### src/rtl/drive_net_consts.svh
// Operation
// controller raises trigger after code and data; the model drives code, data and trigger on the same clock edge
// done flag rises when command completes
// response echoes processed command code
// result bit: 0 normal, 1 error
// read data returned little-endian
// sixteen input slots take programmable functions
// forward and reverse are run levels
// stop style: 0 instant, 1 decelerate
// brake release input holds or releases brake
// four select bits index sixteen entries
// general flags in, mirrored on outputs
// torque limit: 0 disabled, 1 enabled
// panel unlock: 0 restricted, 1 released
// duplicated function is active if any slot
// panel/torque unassigned read one, else all
// sixteen output slots take programmable functions
// echo outputs reproduce their input states
// alarm and warning outputs follow their state
// moving output high while motor operates
// torque limited and speed reached outputs
// busy high during internal processing
// overload output is normally closed
// main power and direction outputs
// trigger low clears done flag
`ifndef DRIVE_NET_CONSTS_SVH
`define DRIVE_NET_CONSTS_SVH

// ----------------------------------------
// slot function codes
// ----------------------------------------
`define FN_NONE      6'h00
`define FN_FORWARD   6'h01
`define FN_REVERSE   6'h02
`define FN_STOP      6'h03
`define FN_BRAKE     6'h04
`define FN_PANEL     6'h05
`define FN_TLIM      6'h06
`define FN_SEL0      6'h08
`define FN_SEL1      6'h09
`define FN_SEL2      6'h0A
`define FN_SEL3      6'h0B
`define FN_ALARM     6'h10
`define FN_WARN      6'h11
`define FN_MOVING    6'h12
`define FN_TQ_AT_LIM 6'h13
`define FN_SPEED_OK  6'h14
`define FN_BUSY      6'h15
`define FN_OVERLOAD  6'h16
`define FN_MAIN_PWR  6'h17
`define FN_DIR       6'h18
`define FN_GEN0      6'h20
`define FN_GEN_LAST  6'h2F

// ----------------------------------------
// slot reset maps, slot 15 leftmost
// ----------------------------------------
`define IN_FN_RESET  {{9{6'h00}}, 6'h04, 6'h03, 6'h02, 6'h01, 6'h0A, 6'h09, 6'h08}
`define OUT_FN_RESET {6'h13, 6'h14, 6'h12, 6'h16, 6'h00, 6'h00, 6'h00, 6'h15, \
                      6'h10, 6'h11, 6'h03, 6'h02, 6'h01, 6'h0A, 6'h09, 6'h08}

// ----------------------------------------
// command codes: upper ten bits, low four pick a slot or entry
// ----------------------------------------
`define CMD_IN_FN_RD  10'h010
`define CMD_IN_FN_WR  10'h110
`define CMD_OUT_FN_RD 10'h011
`define CMD_OUT_FN_WR 10'h111
`define CMD_OPD_RD    10'h020
`define CMD_OPD_WR    10'h120
`define CMD_MON_IO    10'h205

`endif

### src/rtl/drive_net_pkg.sv
package drive_net_pkg;

    // slot function code
    typedef logic [5:0] slot_fn_type;

    // command handshake sequencer
    typedef enum logic [1:0] {
        ST_IDLE,
        ST_EXEC,
        ST_DONE
    } cmd_state_type;

    // decoded command kind
    typedef enum logic [2:0] {
        K_IN_RD,
        K_IN_WR,
        K_OUT_RD,
        K_OUT_WR,
        K_OPD_RD,
        K_OPD_WR,
        K_MON,
        K_BAD
    } cmd_kind_type;

endpackage

### src/rtl/input_fn_decode.sv
`timescale 1ns/1ps
`include "drive_net_consts.svh"

module input_fn_decode
(
    // slot levels and their function codes
    input  wire logic                          [15:0] i_slots,
    input  wire drive_net_pkg::slot_fn_type    [15:0] i_fn,
    // per-function results
    output logic                               [63:0] o_any,
    output logic                               [63:0] o_all
);
    import drive_net_pkg::*;

    // ----------------------------------------
    // or-combine and and-combine per function
    // ----------------------------------------
    always_comb
    begin
        o_any = '0;
        o_all = '1;  // unassigned reads as one
        for (int s = 0; s < 16; s++)
        begin
            if (i_slots[s])
            begin
                o_any[i_fn[s]] = 1'b1;
            end
            else
            begin
                o_all[i_fn[s]] = 1'b0;
            end
        end
    end

endmodule // input_fn_decode

### src/rtl/op_data_mem.sv
`timescale 1ns/1ps

module op_data_mem
#(
    parameter int WIDTH = 32,
    parameter int DEPTH = 16
)
(
    // clock and reset
    input  wire logic                     i_clk,
    input  wire logic                     i_resetn,
    // write port
    input  wire logic                     i_wr_en,
    input  wire logic [$clog2(DEPTH)-1:0] i_wr_addr,
    input  wire logic [WIDTH-1:0]         i_wr_data,
    // two registered read ports
    input  wire logic [$clog2(DEPTH)-1:0] i_rd_addr_a,
    input  wire logic [$clog2(DEPTH)-1:0] i_rd_addr_b,
    output logic      [WIDTH-1:0]         o_rd_data_a,
    output logic      [WIDTH-1:0]         o_rd_data_b
);

    // storage has no reset; entries start unknown until written
    logic [WIDTH-1:0] mem_q [DEPTH];

    // ----------------------------------------
    // write
    // ----------------------------------------
    always_ff @(posedge i_clk)
    begin
        if (i_wr_en)
        begin
            mem_q[i_wr_addr] <= i_wr_data;
        end
    end

    // ----------------------------------------
    // registered reads
    // ----------------------------------------
    always_ff @(posedge i_clk or negedge i_resetn)
    begin
        if (!i_resetn)
        begin
            o_rd_data_a <= '0;
            o_rd_data_b <= '0;
        end
        else
        begin
            o_rd_data_a <= mem_q[i_rd_addr_a];
            o_rd_data_b <= mem_q[i_rd_addr_b];
        end
    end

endmodule // op_data_mem

### src/rtl/drive_net_io.sv
`timescale 1ns/1ps
`include "drive_net_consts.svh"

module drive_net_io
#(
    parameter int CODE_W = 14,
    parameter int DATA_W = 32
)
(
    // clock and reset
    input  wire logic                       i_clk,
    input  wire logic                       i_resetn,
    // remote register command
    input  wire logic [CODE_W-1:0]          i_cmd_code,
    input  wire logic                       i_command_trigger,
    input  wire logic [DATA_W-1:0]          i_wr_data,
    // remote register response
    output logic      [CODE_W-1:0]          o_resp_code,
    output logic                            o_command_done_flag,
    output logic                            o_resp_status,
    output logic      [DATA_W-1:0]          o_rd_data,
    // remote i/o words
    input  wire logic [15:0]                i_remote_input_slots,
    output logic      [15:0]                o_remote_output_slots,
    // motor state from the drive core
    input  wire logic                       i_alarm,
    input  wire logic                       i_warning,
    input  wire logic                       i_motor_moving,
    input  wire logic                       i_torque_at_limit,
    input  wire logic                       i_speed_reached,
    input  wire logic                       i_overload,
    input  wire logic                       i_main_power_on,
    input  wire logic                       i_dir_forward,
    // controls to the drive core
    output logic                            o_forward_run,
    output logic                            o_reverse_run,
    output logic                            o_decel_stop,
    output logic                            o_brake_release,
    output logic                            o_panel_unlock,
    output logic                            o_torque_limit_enable,
    output logic      [3:0]                 o_op_data_index,
    output logic      [DATA_W-1:0]          o_op_data_value,
    output logic      [15:0]                o_general_flags
);
    import drive_net_pkg::*;

    // ----------------------------------------
    // functions
    // ----------------------------------------

    // classify a command code
    function automatic cmd_kind_type kind_of(input logic [CODE_W-1:0] code);
        logic [9:0] hi;
        hi = code[13:4];
        unique case (hi)
            `CMD_IN_FN_RD:  kind_of = K_IN_RD;
            `CMD_IN_FN_WR:  kind_of = K_IN_WR;
            `CMD_OUT_FN_RD: kind_of = K_OUT_RD;
            `CMD_OUT_FN_WR: kind_of = K_OUT_WR;
            `CMD_OPD_RD:    kind_of = K_OPD_RD;
            `CMD_OPD_WR:    kind_of = K_OPD_WR;
            `CMD_MON_IO:    kind_of = K_MON;
            default:        kind_of = K_BAD;
        endcase
    endfunction

    // a function code that the slots may take
    function automatic logic fn_legal(input slot_fn_type fn);
        fn_legal = (fn <= `FN_DIR) || (fn >= `FN_GEN0 && fn <= `FN_GEN_LAST);
    endfunction

    // ----------------------------------------
    // registers
    // ----------------------------------------
    slot_fn_type   [15:0]     in_fn_q;     // input slot assignment
    slot_fn_type   [15:0]     out_fn_q;    // output slot assignment
    cmd_state_type            state_q;     // handshake sequencer
    logic                     trigger_q;   // trigger last cycle
    logic                     busy_q;      // internal processing
    logic          [CODE_W-1:0] code_q;    // latched command code
    cmd_kind_type             kind_q;      // latched command kind
    logic                     err_q;       // latched result
    logic          [DATA_W-1:0] data_q;    // latched read data

    // ----------------------------------------
    // input slot decode
    // ----------------------------------------
    logic [63:0] fn_any;   // any assigned slot active
    logic [63:0] fn_all;   // all assigned slots active

    input_fn_decode u_decode
    (
        .i_slots (i_remote_input_slots),
        .i_fn    (in_fn_q),
        .o_any   (fn_any),
        .o_all   (fn_all)
    );

    // four select bits form a binary entry number
    wire [3:0] sel_idx = {fn_any[`FN_SEL3], fn_any[`FN_SEL2],
                          fn_any[`FN_SEL1], fn_any[`FN_SEL0]};

    // ----------------------------------------
    // command decode
    // ----------------------------------------
    wire          trigger_rise = i_command_trigger & ~trigger_q;
    wire          start     = trigger_rise && (state_q == ST_IDLE);
    cmd_kind_type cmd_kind;
    assign cmd_kind = kind_of(i_cmd_code);
    wire  [3:0]   cmd_idx   = i_cmd_code[3:0];
    wire  slot_fn_type wr_fn = slot_fn_type'(i_wr_data[5:0]);
    wire          fn_ok     = fn_legal(wr_fn) && (i_wr_data[DATA_W-1:6] == '0);
    wire          in_wr     = start && cmd_kind == K_IN_WR && fn_ok;
    wire          out_wr    = start && cmd_kind == K_OUT_WR && fn_ok;
    wire          opd_wr    = start && cmd_kind == K_OPD_WR;
    wire          start_err = (cmd_kind == K_BAD) ||
                              ((cmd_kind == K_IN_WR || cmd_kind == K_OUT_WR) && !fn_ok);

    // ----------------------------------------
    // operation data store
    // ----------------------------------------
    logic [DATA_W-1:0] opd_cmd_rd;  // entry read for a command
    logic [DATA_W-1:0] opd_sel_rd;  // entry picked by the select bits

    op_data_mem #(.WIDTH(DATA_W), .DEPTH(16)) u_mem
    (
        .i_clk       (i_clk),
        .i_resetn    (i_resetn),
        .i_wr_en     (opd_wr),
        .i_wr_addr   (cmd_idx),
        .i_wr_data   (i_wr_data),
        .i_rd_addr_a (cmd_idx),
        .i_rd_addr_b (sel_idx),
        .o_rd_data_a (opd_cmd_rd),
        .o_rd_data_b (opd_sel_rd)
    );

    // ----------------------------------------
    // response data selection
    // ----------------------------------------
    // value bit 0 is the low bit of byte 0, the first byte sent
    logic [DATA_W-1:0] resp_d;
    always_comb
    begin
        unique case (kind_q)
            K_IN_RD:  resp_d = DATA_W'(in_fn_q[code_q[3:0]]);
            K_OUT_RD: resp_d = DATA_W'(out_fn_q[code_q[3:0]]);
            K_OPD_RD: resp_d = opd_cmd_rd;
            K_MON:    resp_d = DATA_W'({o_remote_output_slots, i_remote_input_slots});
            default:  resp_d = '0;
        endcase
    end

    // ----------------------------------------
    // handshake sequencer
    // ----------------------------------------
    cmd_state_type state_d;
    always_comb
    begin
        unique case (state_q)
            ST_IDLE: state_d = start ? ST_EXEC : ST_IDLE;
            ST_EXEC: state_d = ST_DONE;
            ST_DONE: state_d = i_command_trigger ? ST_DONE : ST_IDLE;
        endcase
    end

    always_ff @(posedge i_clk or negedge i_resetn)
    begin
        if (!i_resetn)
        begin
            state_q <= ST_IDLE;
            trigger_q <= 1'b0;
            busy_q  <= 1'b0;
        end
        else
        begin
            state_q <= state_d;
            trigger_q <= i_command_trigger;
            busy_q  <= (state_d == ST_EXEC);
        end
    end

    // latch the command on the trigger edge
    always_ff @(posedge i_clk or negedge i_resetn)
    begin
        if (!i_resetn)
        begin
            code_q <= '0;
            kind_q <= K_BAD;
            err_q  <= 1'b0;
        end
        else if (start)
        begin
            code_q <= i_cmd_code;
            kind_q <= cmd_kind;
            err_q  <= start_err;
        end
    end

    // capture the answer at the end of execution
    always_ff @(posedge i_clk or negedge i_resetn)
    begin
        if (!i_resetn)
        begin
            o_resp_code         <= '0;
            o_resp_status       <= 1'b0;
            data_q              <= '0;
            o_command_done_flag <= 1'b0;
        end
        else if (state_q == ST_EXEC)
        begin
            o_resp_code         <= code_q;
            o_resp_status       <= err_q;
            data_q              <= resp_d;
            o_command_done_flag <= 1'b1;
        end
        else if (state_q == ST_DONE && !i_command_trigger)
        begin
            o_command_done_flag <= 1'b0;
        end
    end
    assign o_rd_data = data_q;

    // ----------------------------------------
    // slot assignment tables
    // ----------------------------------------
    // a bad code is refused whole, but unused codes 07h and 0Ch-0Fh pass fn_legal and can still be stored in a slot
    always_ff @(posedge i_clk or negedge i_resetn)
    begin
        if (!i_resetn)
        begin
            in_fn_q  <= `IN_FN_RESET;
            out_fn_q <= `OUT_FN_RESET;
        end
        else
        begin
            if (in_wr)
                in_fn_q[cmd_idx] <= wr_fn;
            if (out_wr)
                out_fn_q[cmd_idx] <= wr_fn;
        end
    end

    // ----------------------------------------
    // output slot sources
    // ----------------------------------------
    logic [63:0] out_src;
    always_comb
    begin
        out_src                  = '0;
        out_src[`FN_FORWARD]     = fn_any[`FN_FORWARD];
        out_src[`FN_REVERSE]     = fn_any[`FN_REVERSE];
        out_src[`FN_STOP]        = fn_any[`FN_STOP];
        out_src[`FN_BRAKE]       = fn_any[`FN_BRAKE];
        out_src[`FN_PANEL]       = fn_all[`FN_PANEL];
        out_src[`FN_TLIM]        = fn_all[`FN_TLIM];
        out_src[`FN_SEL0]        = fn_any[`FN_SEL0];
        out_src[`FN_SEL1]        = fn_any[`FN_SEL1];
        out_src[`FN_SEL2]        = fn_any[`FN_SEL2];
        out_src[`FN_SEL3]        = fn_any[`FN_SEL3];
        out_src[`FN_ALARM]       = i_alarm;
        out_src[`FN_WARN]        = i_warning;
        out_src[`FN_MOVING]      = i_motor_moving;
        out_src[`FN_TQ_AT_LIM]   = i_torque_at_limit;
        out_src[`FN_SPEED_OK]    = i_speed_reached;
        out_src[`FN_BUSY]        = busy_q;
        out_src[`FN_OVERLOAD]    = ~i_overload;
        out_src[`FN_MAIN_PWR]    = i_main_power_on;
        out_src[`FN_DIR]         = i_dir_forward;
        out_src[`FN_GEN_LAST:`FN_GEN0] = fn_any[`FN_GEN_LAST:`FN_GEN0];
    end

    logic [15:0] out_word_d;
    always_comb
    begin
        for (int s = 0; s < 16; s++)
            out_word_d[s] = out_src[out_fn_q[s]];
    end

    // ----------------------------------------
    // registered outputs to the network and the core
    // ----------------------------------------
    always_ff @(posedge i_clk or negedge i_resetn)
    begin
        if (!i_resetn)
        begin
            o_remote_output_slots <= '0;
            o_forward_run         <= 1'b0;
            o_reverse_run         <= 1'b0;
            o_decel_stop          <= 1'b0;
            o_brake_release       <= 1'b0;
            o_panel_unlock        <= 1'b0;
            o_torque_limit_enable <= 1'b0;
            o_op_data_index       <= '0;
            o_general_flags       <= '0;
        end
        else
        begin
            o_remote_output_slots <= out_word_d;
            o_forward_run         <= fn_any[`FN_FORWARD];
            o_reverse_run         <= fn_any[`FN_REVERSE];
            o_decel_stop          <= fn_any[`FN_STOP];
            o_brake_release       <= fn_any[`FN_BRAKE];
            o_panel_unlock        <= fn_all[`FN_PANEL];
            o_torque_limit_enable <= fn_all[`FN_TLIM];
            o_op_data_index       <= sel_idx;
            o_general_flags       <= fn_any[`FN_GEN_LAST:`FN_GEN0];
        end
    end
    // entry value arrives in the same cycle as the index, from the memory register
    assign o_op_data_value = opd_sel_rd;
endmodule // drive_net_io

### config.mk
export PLATFORM = sky130hd
export DESIGN_NAME = drive_net_io
export DESIGN_NICKNAME = d
export VERILOG_FILES = /design/src/rtl/drive_net_pkg.sv /design/src/rtl/input_fn_decode.sv /design/src/rtl/op_data_mem.sv /design/src/rtl/drive_net_io.sv
export VERILOG_INCLUDE_DIRS = /design/src /design/src/rtl
export SDC_FILE = /design/constraint.sdc
export NUM_CORES = 2
export LEC_CHECK = 0
export BUFFER_PORTS_ARGS = -buffer_cell sky130_fd_sc_hd__buf_2
export CAP_MARGIN = 20
export CORE_UTILIZATION = 45
export CTS_BUF_LIST = sky130_fd_sc_hd__clkbuf_16
export CTS_CLUSTER_DIAMETER = 100
export DETAILED_ROUTE_END_ITERATION = 12
export PLACE_DENSITY = 0.61
export SETUP_SLACK_MARGIN = 0.2
export SLEW_MARGIN = 20
export SYNTH_ARGS = -nofsm -noshare
export SYNTH_HDL_FRONTEND = slang
export SYNTH_SLANG_ARGS = --single-unit
### constraint.sdc
create_clock -name i_clk -period 4.5 [get_ports i_clk]
set_input_delay 0.225 -clock i_clk [delete_from_list [all_inputs] [get_ports i_clk]]
set_output_delay 0.225 -clock i_clk [all_outputs]
set_load 0.01 [all_outputs]
==> metrics.yaml <==
die_w_um: 330
hold_slack_ns: 0.0770
area_delta_synth_final_pct: 14.1
syn_area_mm2: 0.0484
dieArea_mm2: 0.109
numCtsBuffers: 95
fmax_mhz: 255
crit_path_end_kind: "flop"
async_flop_share_pct: 41.8
critical_path_class: "reg -> reg"
tightest_slew_ns: 1.09
syn_area_per_cell_um2: 12.2
dp_cells: 5425
max_stage_delay_ns: 0.86
port-buffer-count: 194
min_period_ns: 3.93
clock_skew_ns: 0.0258
netlist.area_leader.share_pct: 31.7
start_util_pct: 45.7
htree_num_levels: 3
cts.reportedPaths.clkPinSlew_ns: 0.06
drv_cap: 0
num_rows: 119
antenna_left: 0
setup_viol: 0
synth_edf_count: 512
die_h_um: 330
finalPower_mw: 18.0
io_pins: 195
crit_slowest_cell: "nand4bb_1"
firstDrtPassIters: 6
gp_congestion: 1.07
finalHoldViolations: 0
crit_top_cell: "buf_4"
cts_root_buf: "clkbuf_16"
rsz0062_at_grt: "false"
finalMaxSlewViolations: 0
cts.path.max_buffers: 3
antenna_found_initial: 10
crit_chain: "nand4bb_1, o221ai_1, buf_4, or2_1, mux4_2, a211oi_1, o32ai_1, buf_4"
hpwlAfterDp_mm: 130
fin_cells: 5657
hold_class: "in -> reg"
vias_per_cell: 6.83
drive_gt1_share_pct: 27.5
drc: 0
grtUsageTotal_pct: 36.1
fin_nets: 4256
routed_wl_mm: 198
grt_max_degree: 97
vias: 38600
synth_area_leaders: "edfxtp_1 (32%), dfrtp_1 (17%), mux4_2 (13%)"
path_max_fanout: 11
dr.first_iter.drc_count: 5519
ctsResizeCount: 0
crit_start: "in_fn_q[69]"
grt_pass1_wl_mm: 279
path_delay_family: "simple AND/OR/NAND/NOR gates"
synth_warnings: 0
cts_tree: "done"
yosysUniqueCellTypes: 80
synth_seq_cells: 879
worst_ep_arrival_time_ns: 4.57
seq_area_frac_synth_pct: 50.8
synth_largest_area_cell: "edfxtp_1"
overflow: 0
syn_inst: 3982
cp_num_buf_inv: 2
hp-start: "i_cmd_code[3]"
clock_sinks: 879
r2r-start: "in_fn_q[69]"
power_density_mw_per_mm2: 326
slew_headroom_pct: 27.1
wire_per_inst_um: 35.0
synth_ff_type: "edfxtp_1"
status: "finished clean"
worst_setup_path_start_kind: "flop"
post-route-period-util_pct: 87.3
synth_fp_nets: 4058
clock_latency_ns: 0.71
p_leak_nw: 20.8
max-vdd-ir-drop_mv: 0.416
nFillCells: 9181
crit_required_ns: 5.14
core_mm2: 0.106
grt_pass1_vias: 37200
through the flow:
stage	cell area [µm²]	TNS, ns	utilization [%]	setup slack (ns)
2_1_floorplan	48400	-68.56	-	-0.238
4_1_cts	55200	0	52.1	0.652
3_3_place_gp	51700	0	48.8	0.505
6_report	55300	0	52.1	0.572
3_5_place_dp	51700	0	48.8	0.482
5_1_grt	55200	0	52.1	0.469
cell type report:
cell class / count / area [µm²] / share of cell area [%]
clock inverter: 83 / 608 / 1.10
antenna: 3 / 7.51 / 0.0136
inverter: 59 / 229 / 0.414
timing repair buffer: 453 / 3300 / 5.98
multi-input combinational: 2692 / 22300 / 40.4
tap: 1391 / 1740 / 3.15
sequential: 879 / 24600 / 44.5
clock buffer: 97 / 2430 / 4.39
registers in the layout, indices dropped and copies added, names as in the netlist, 16 cells and up:
register and count:
in_fn_q 96, o_general_flags 16, o_rd_data 32, o_remote_output_slots 16, out_fn_q 96, u_mem.mem_q 512
u_mem.o_rd_data_a 32, u_mem.o_rd_data_b 32
cells in the mapped netlist (all sizes together), types with 10 or more instances:
| master | number |
|---|---|
| inv | 55 |
| a32oi | 41 |
| nor4b | 17 |
| a211oi | 17 |
| nand3 | 163 |
| dfstp | 38 |
| nor4 | 31 |
| clkbuf | 208 |
| nand2b | 43 |
| o2111ai | 10 |
| nand3b | 49 |
| dfrtp | 329 |
| nand4 | 35 |
| o211ai | 19 |
| a211o | 24 |
| a21oi | 62 |
| nand4b | 32 |
| o41ai | 12 |
| nand2 | 616 |
| or3 | 17 |
| mux4 | 281 |
| or4 | 19 |
| nor2 | 146 |
| a31oi | 12 |
| o21ai | 85 |
| o221ai | 52 |
| a22oi | 57 |
| mux2 | 211 |
| or3b | 48 |
| o31ai | 11 |
| nor3 | 55 |
| nor3b | 50 |
| o32ai | 10 |
| o22ai | 148 |
| buf | 144 |
| and2 | 10 |
| mux2i | 156 |
| edfxtp | 512 |
| nand4bb | 15 |
| nor2b | 16 |
| or4bb | 14 |
path summary, 6_finish.rpt:
kind,to,slack [ns],depth (start not counted)
max reg2reg,o_remote_output_slots[15],0.57,8
min,code_q[3],0.08,3
max in group asynchronous,code_q[0],3.27,3
min reg2reg,code_q[12],0.47,2
max,o_remote_output_slots[15],0.57,8
min in group asynchronous,in_fn_q[16],0.13,2
power breakdown:
group | leakage (nW) | switching [mW] | internal, mW | total, mW
clock network | 1.57 | 3.42 | 4.22 | 7.64
logic | 9.97 | 0.865 | 0.565 | 1.43
registers | 9.31 | 0.220 | 8.75 | 8.97
routing by layer:
layer | part of all wire, % | routed length (µm) | GRT usage [%]
met1 | 39 | 77000 | 48.2
met5 | 0 | 0 | 0
met4 | 5.7 | 11300 | 18.1
met2 | 45 | 89200 | 55.2
met3 | 10 | 20600 | 8.86
cells in the final DEF (no fill, tap or decap), types with 49 or more instances in the layout:
| master | n |
|---|---|
| a21oi_1 | 62 |
| a22oi_1 | 57 |
| buf_2 | 190 |
| buf_4 | 192 |
| clkbuf_16 | 97 |
| dfrtp_1 | 327 |
| dlygate4sd3_1 | 49 |
| edfxtp_1 | 512 |
| inv_1 | 72 |
| mux2_2 | 203 |
| mux2i_1 | 156 |
| mux4_2 | 281 |
| nand2_1 | 604 |
| nand3_1 | 163 |
| nand3b_1 | 49 |
| nor2_1 | 144 |
| nor3b_1 | 49 |
| o21ai_0 | 81 |
| o221ai_1 | 52 |
| o22ai_1 | 148 |
worst register-to-register path, delay by kind of cell, from the launching register on:
| family | cells | cell delay (ns) |
|---|---|---|
| and+or+nand+nor | 2 | 1.42 |
| AOI/OAI and AO/OA | 3 | 1.17 |
| buffers and inverters | 2 | 0.48 |
| DFF | 1 | 0.43 |
| muxes | 1 | 0.37 |
cell families (layout without fill, tap and decap cells):
group           count (synthesis)  after routing  share of synthesized area, %
mux                           648            648                          21.2
simple gates                 1403           1403                          15.0
fa+ha+maj                       3              3                        0.0775
other cells                     0              3                             0
compound gates                638            638                          9.40
flops                         879            879                          50.8
buf+inv                       411            692                          3.50
timing repair:
action	4_1_cts	5_1_grt
buffers inserted	0	0
hold buffers	49	0
hold endpoints to repair	505	0
Power figures use the tool's default switching activity.
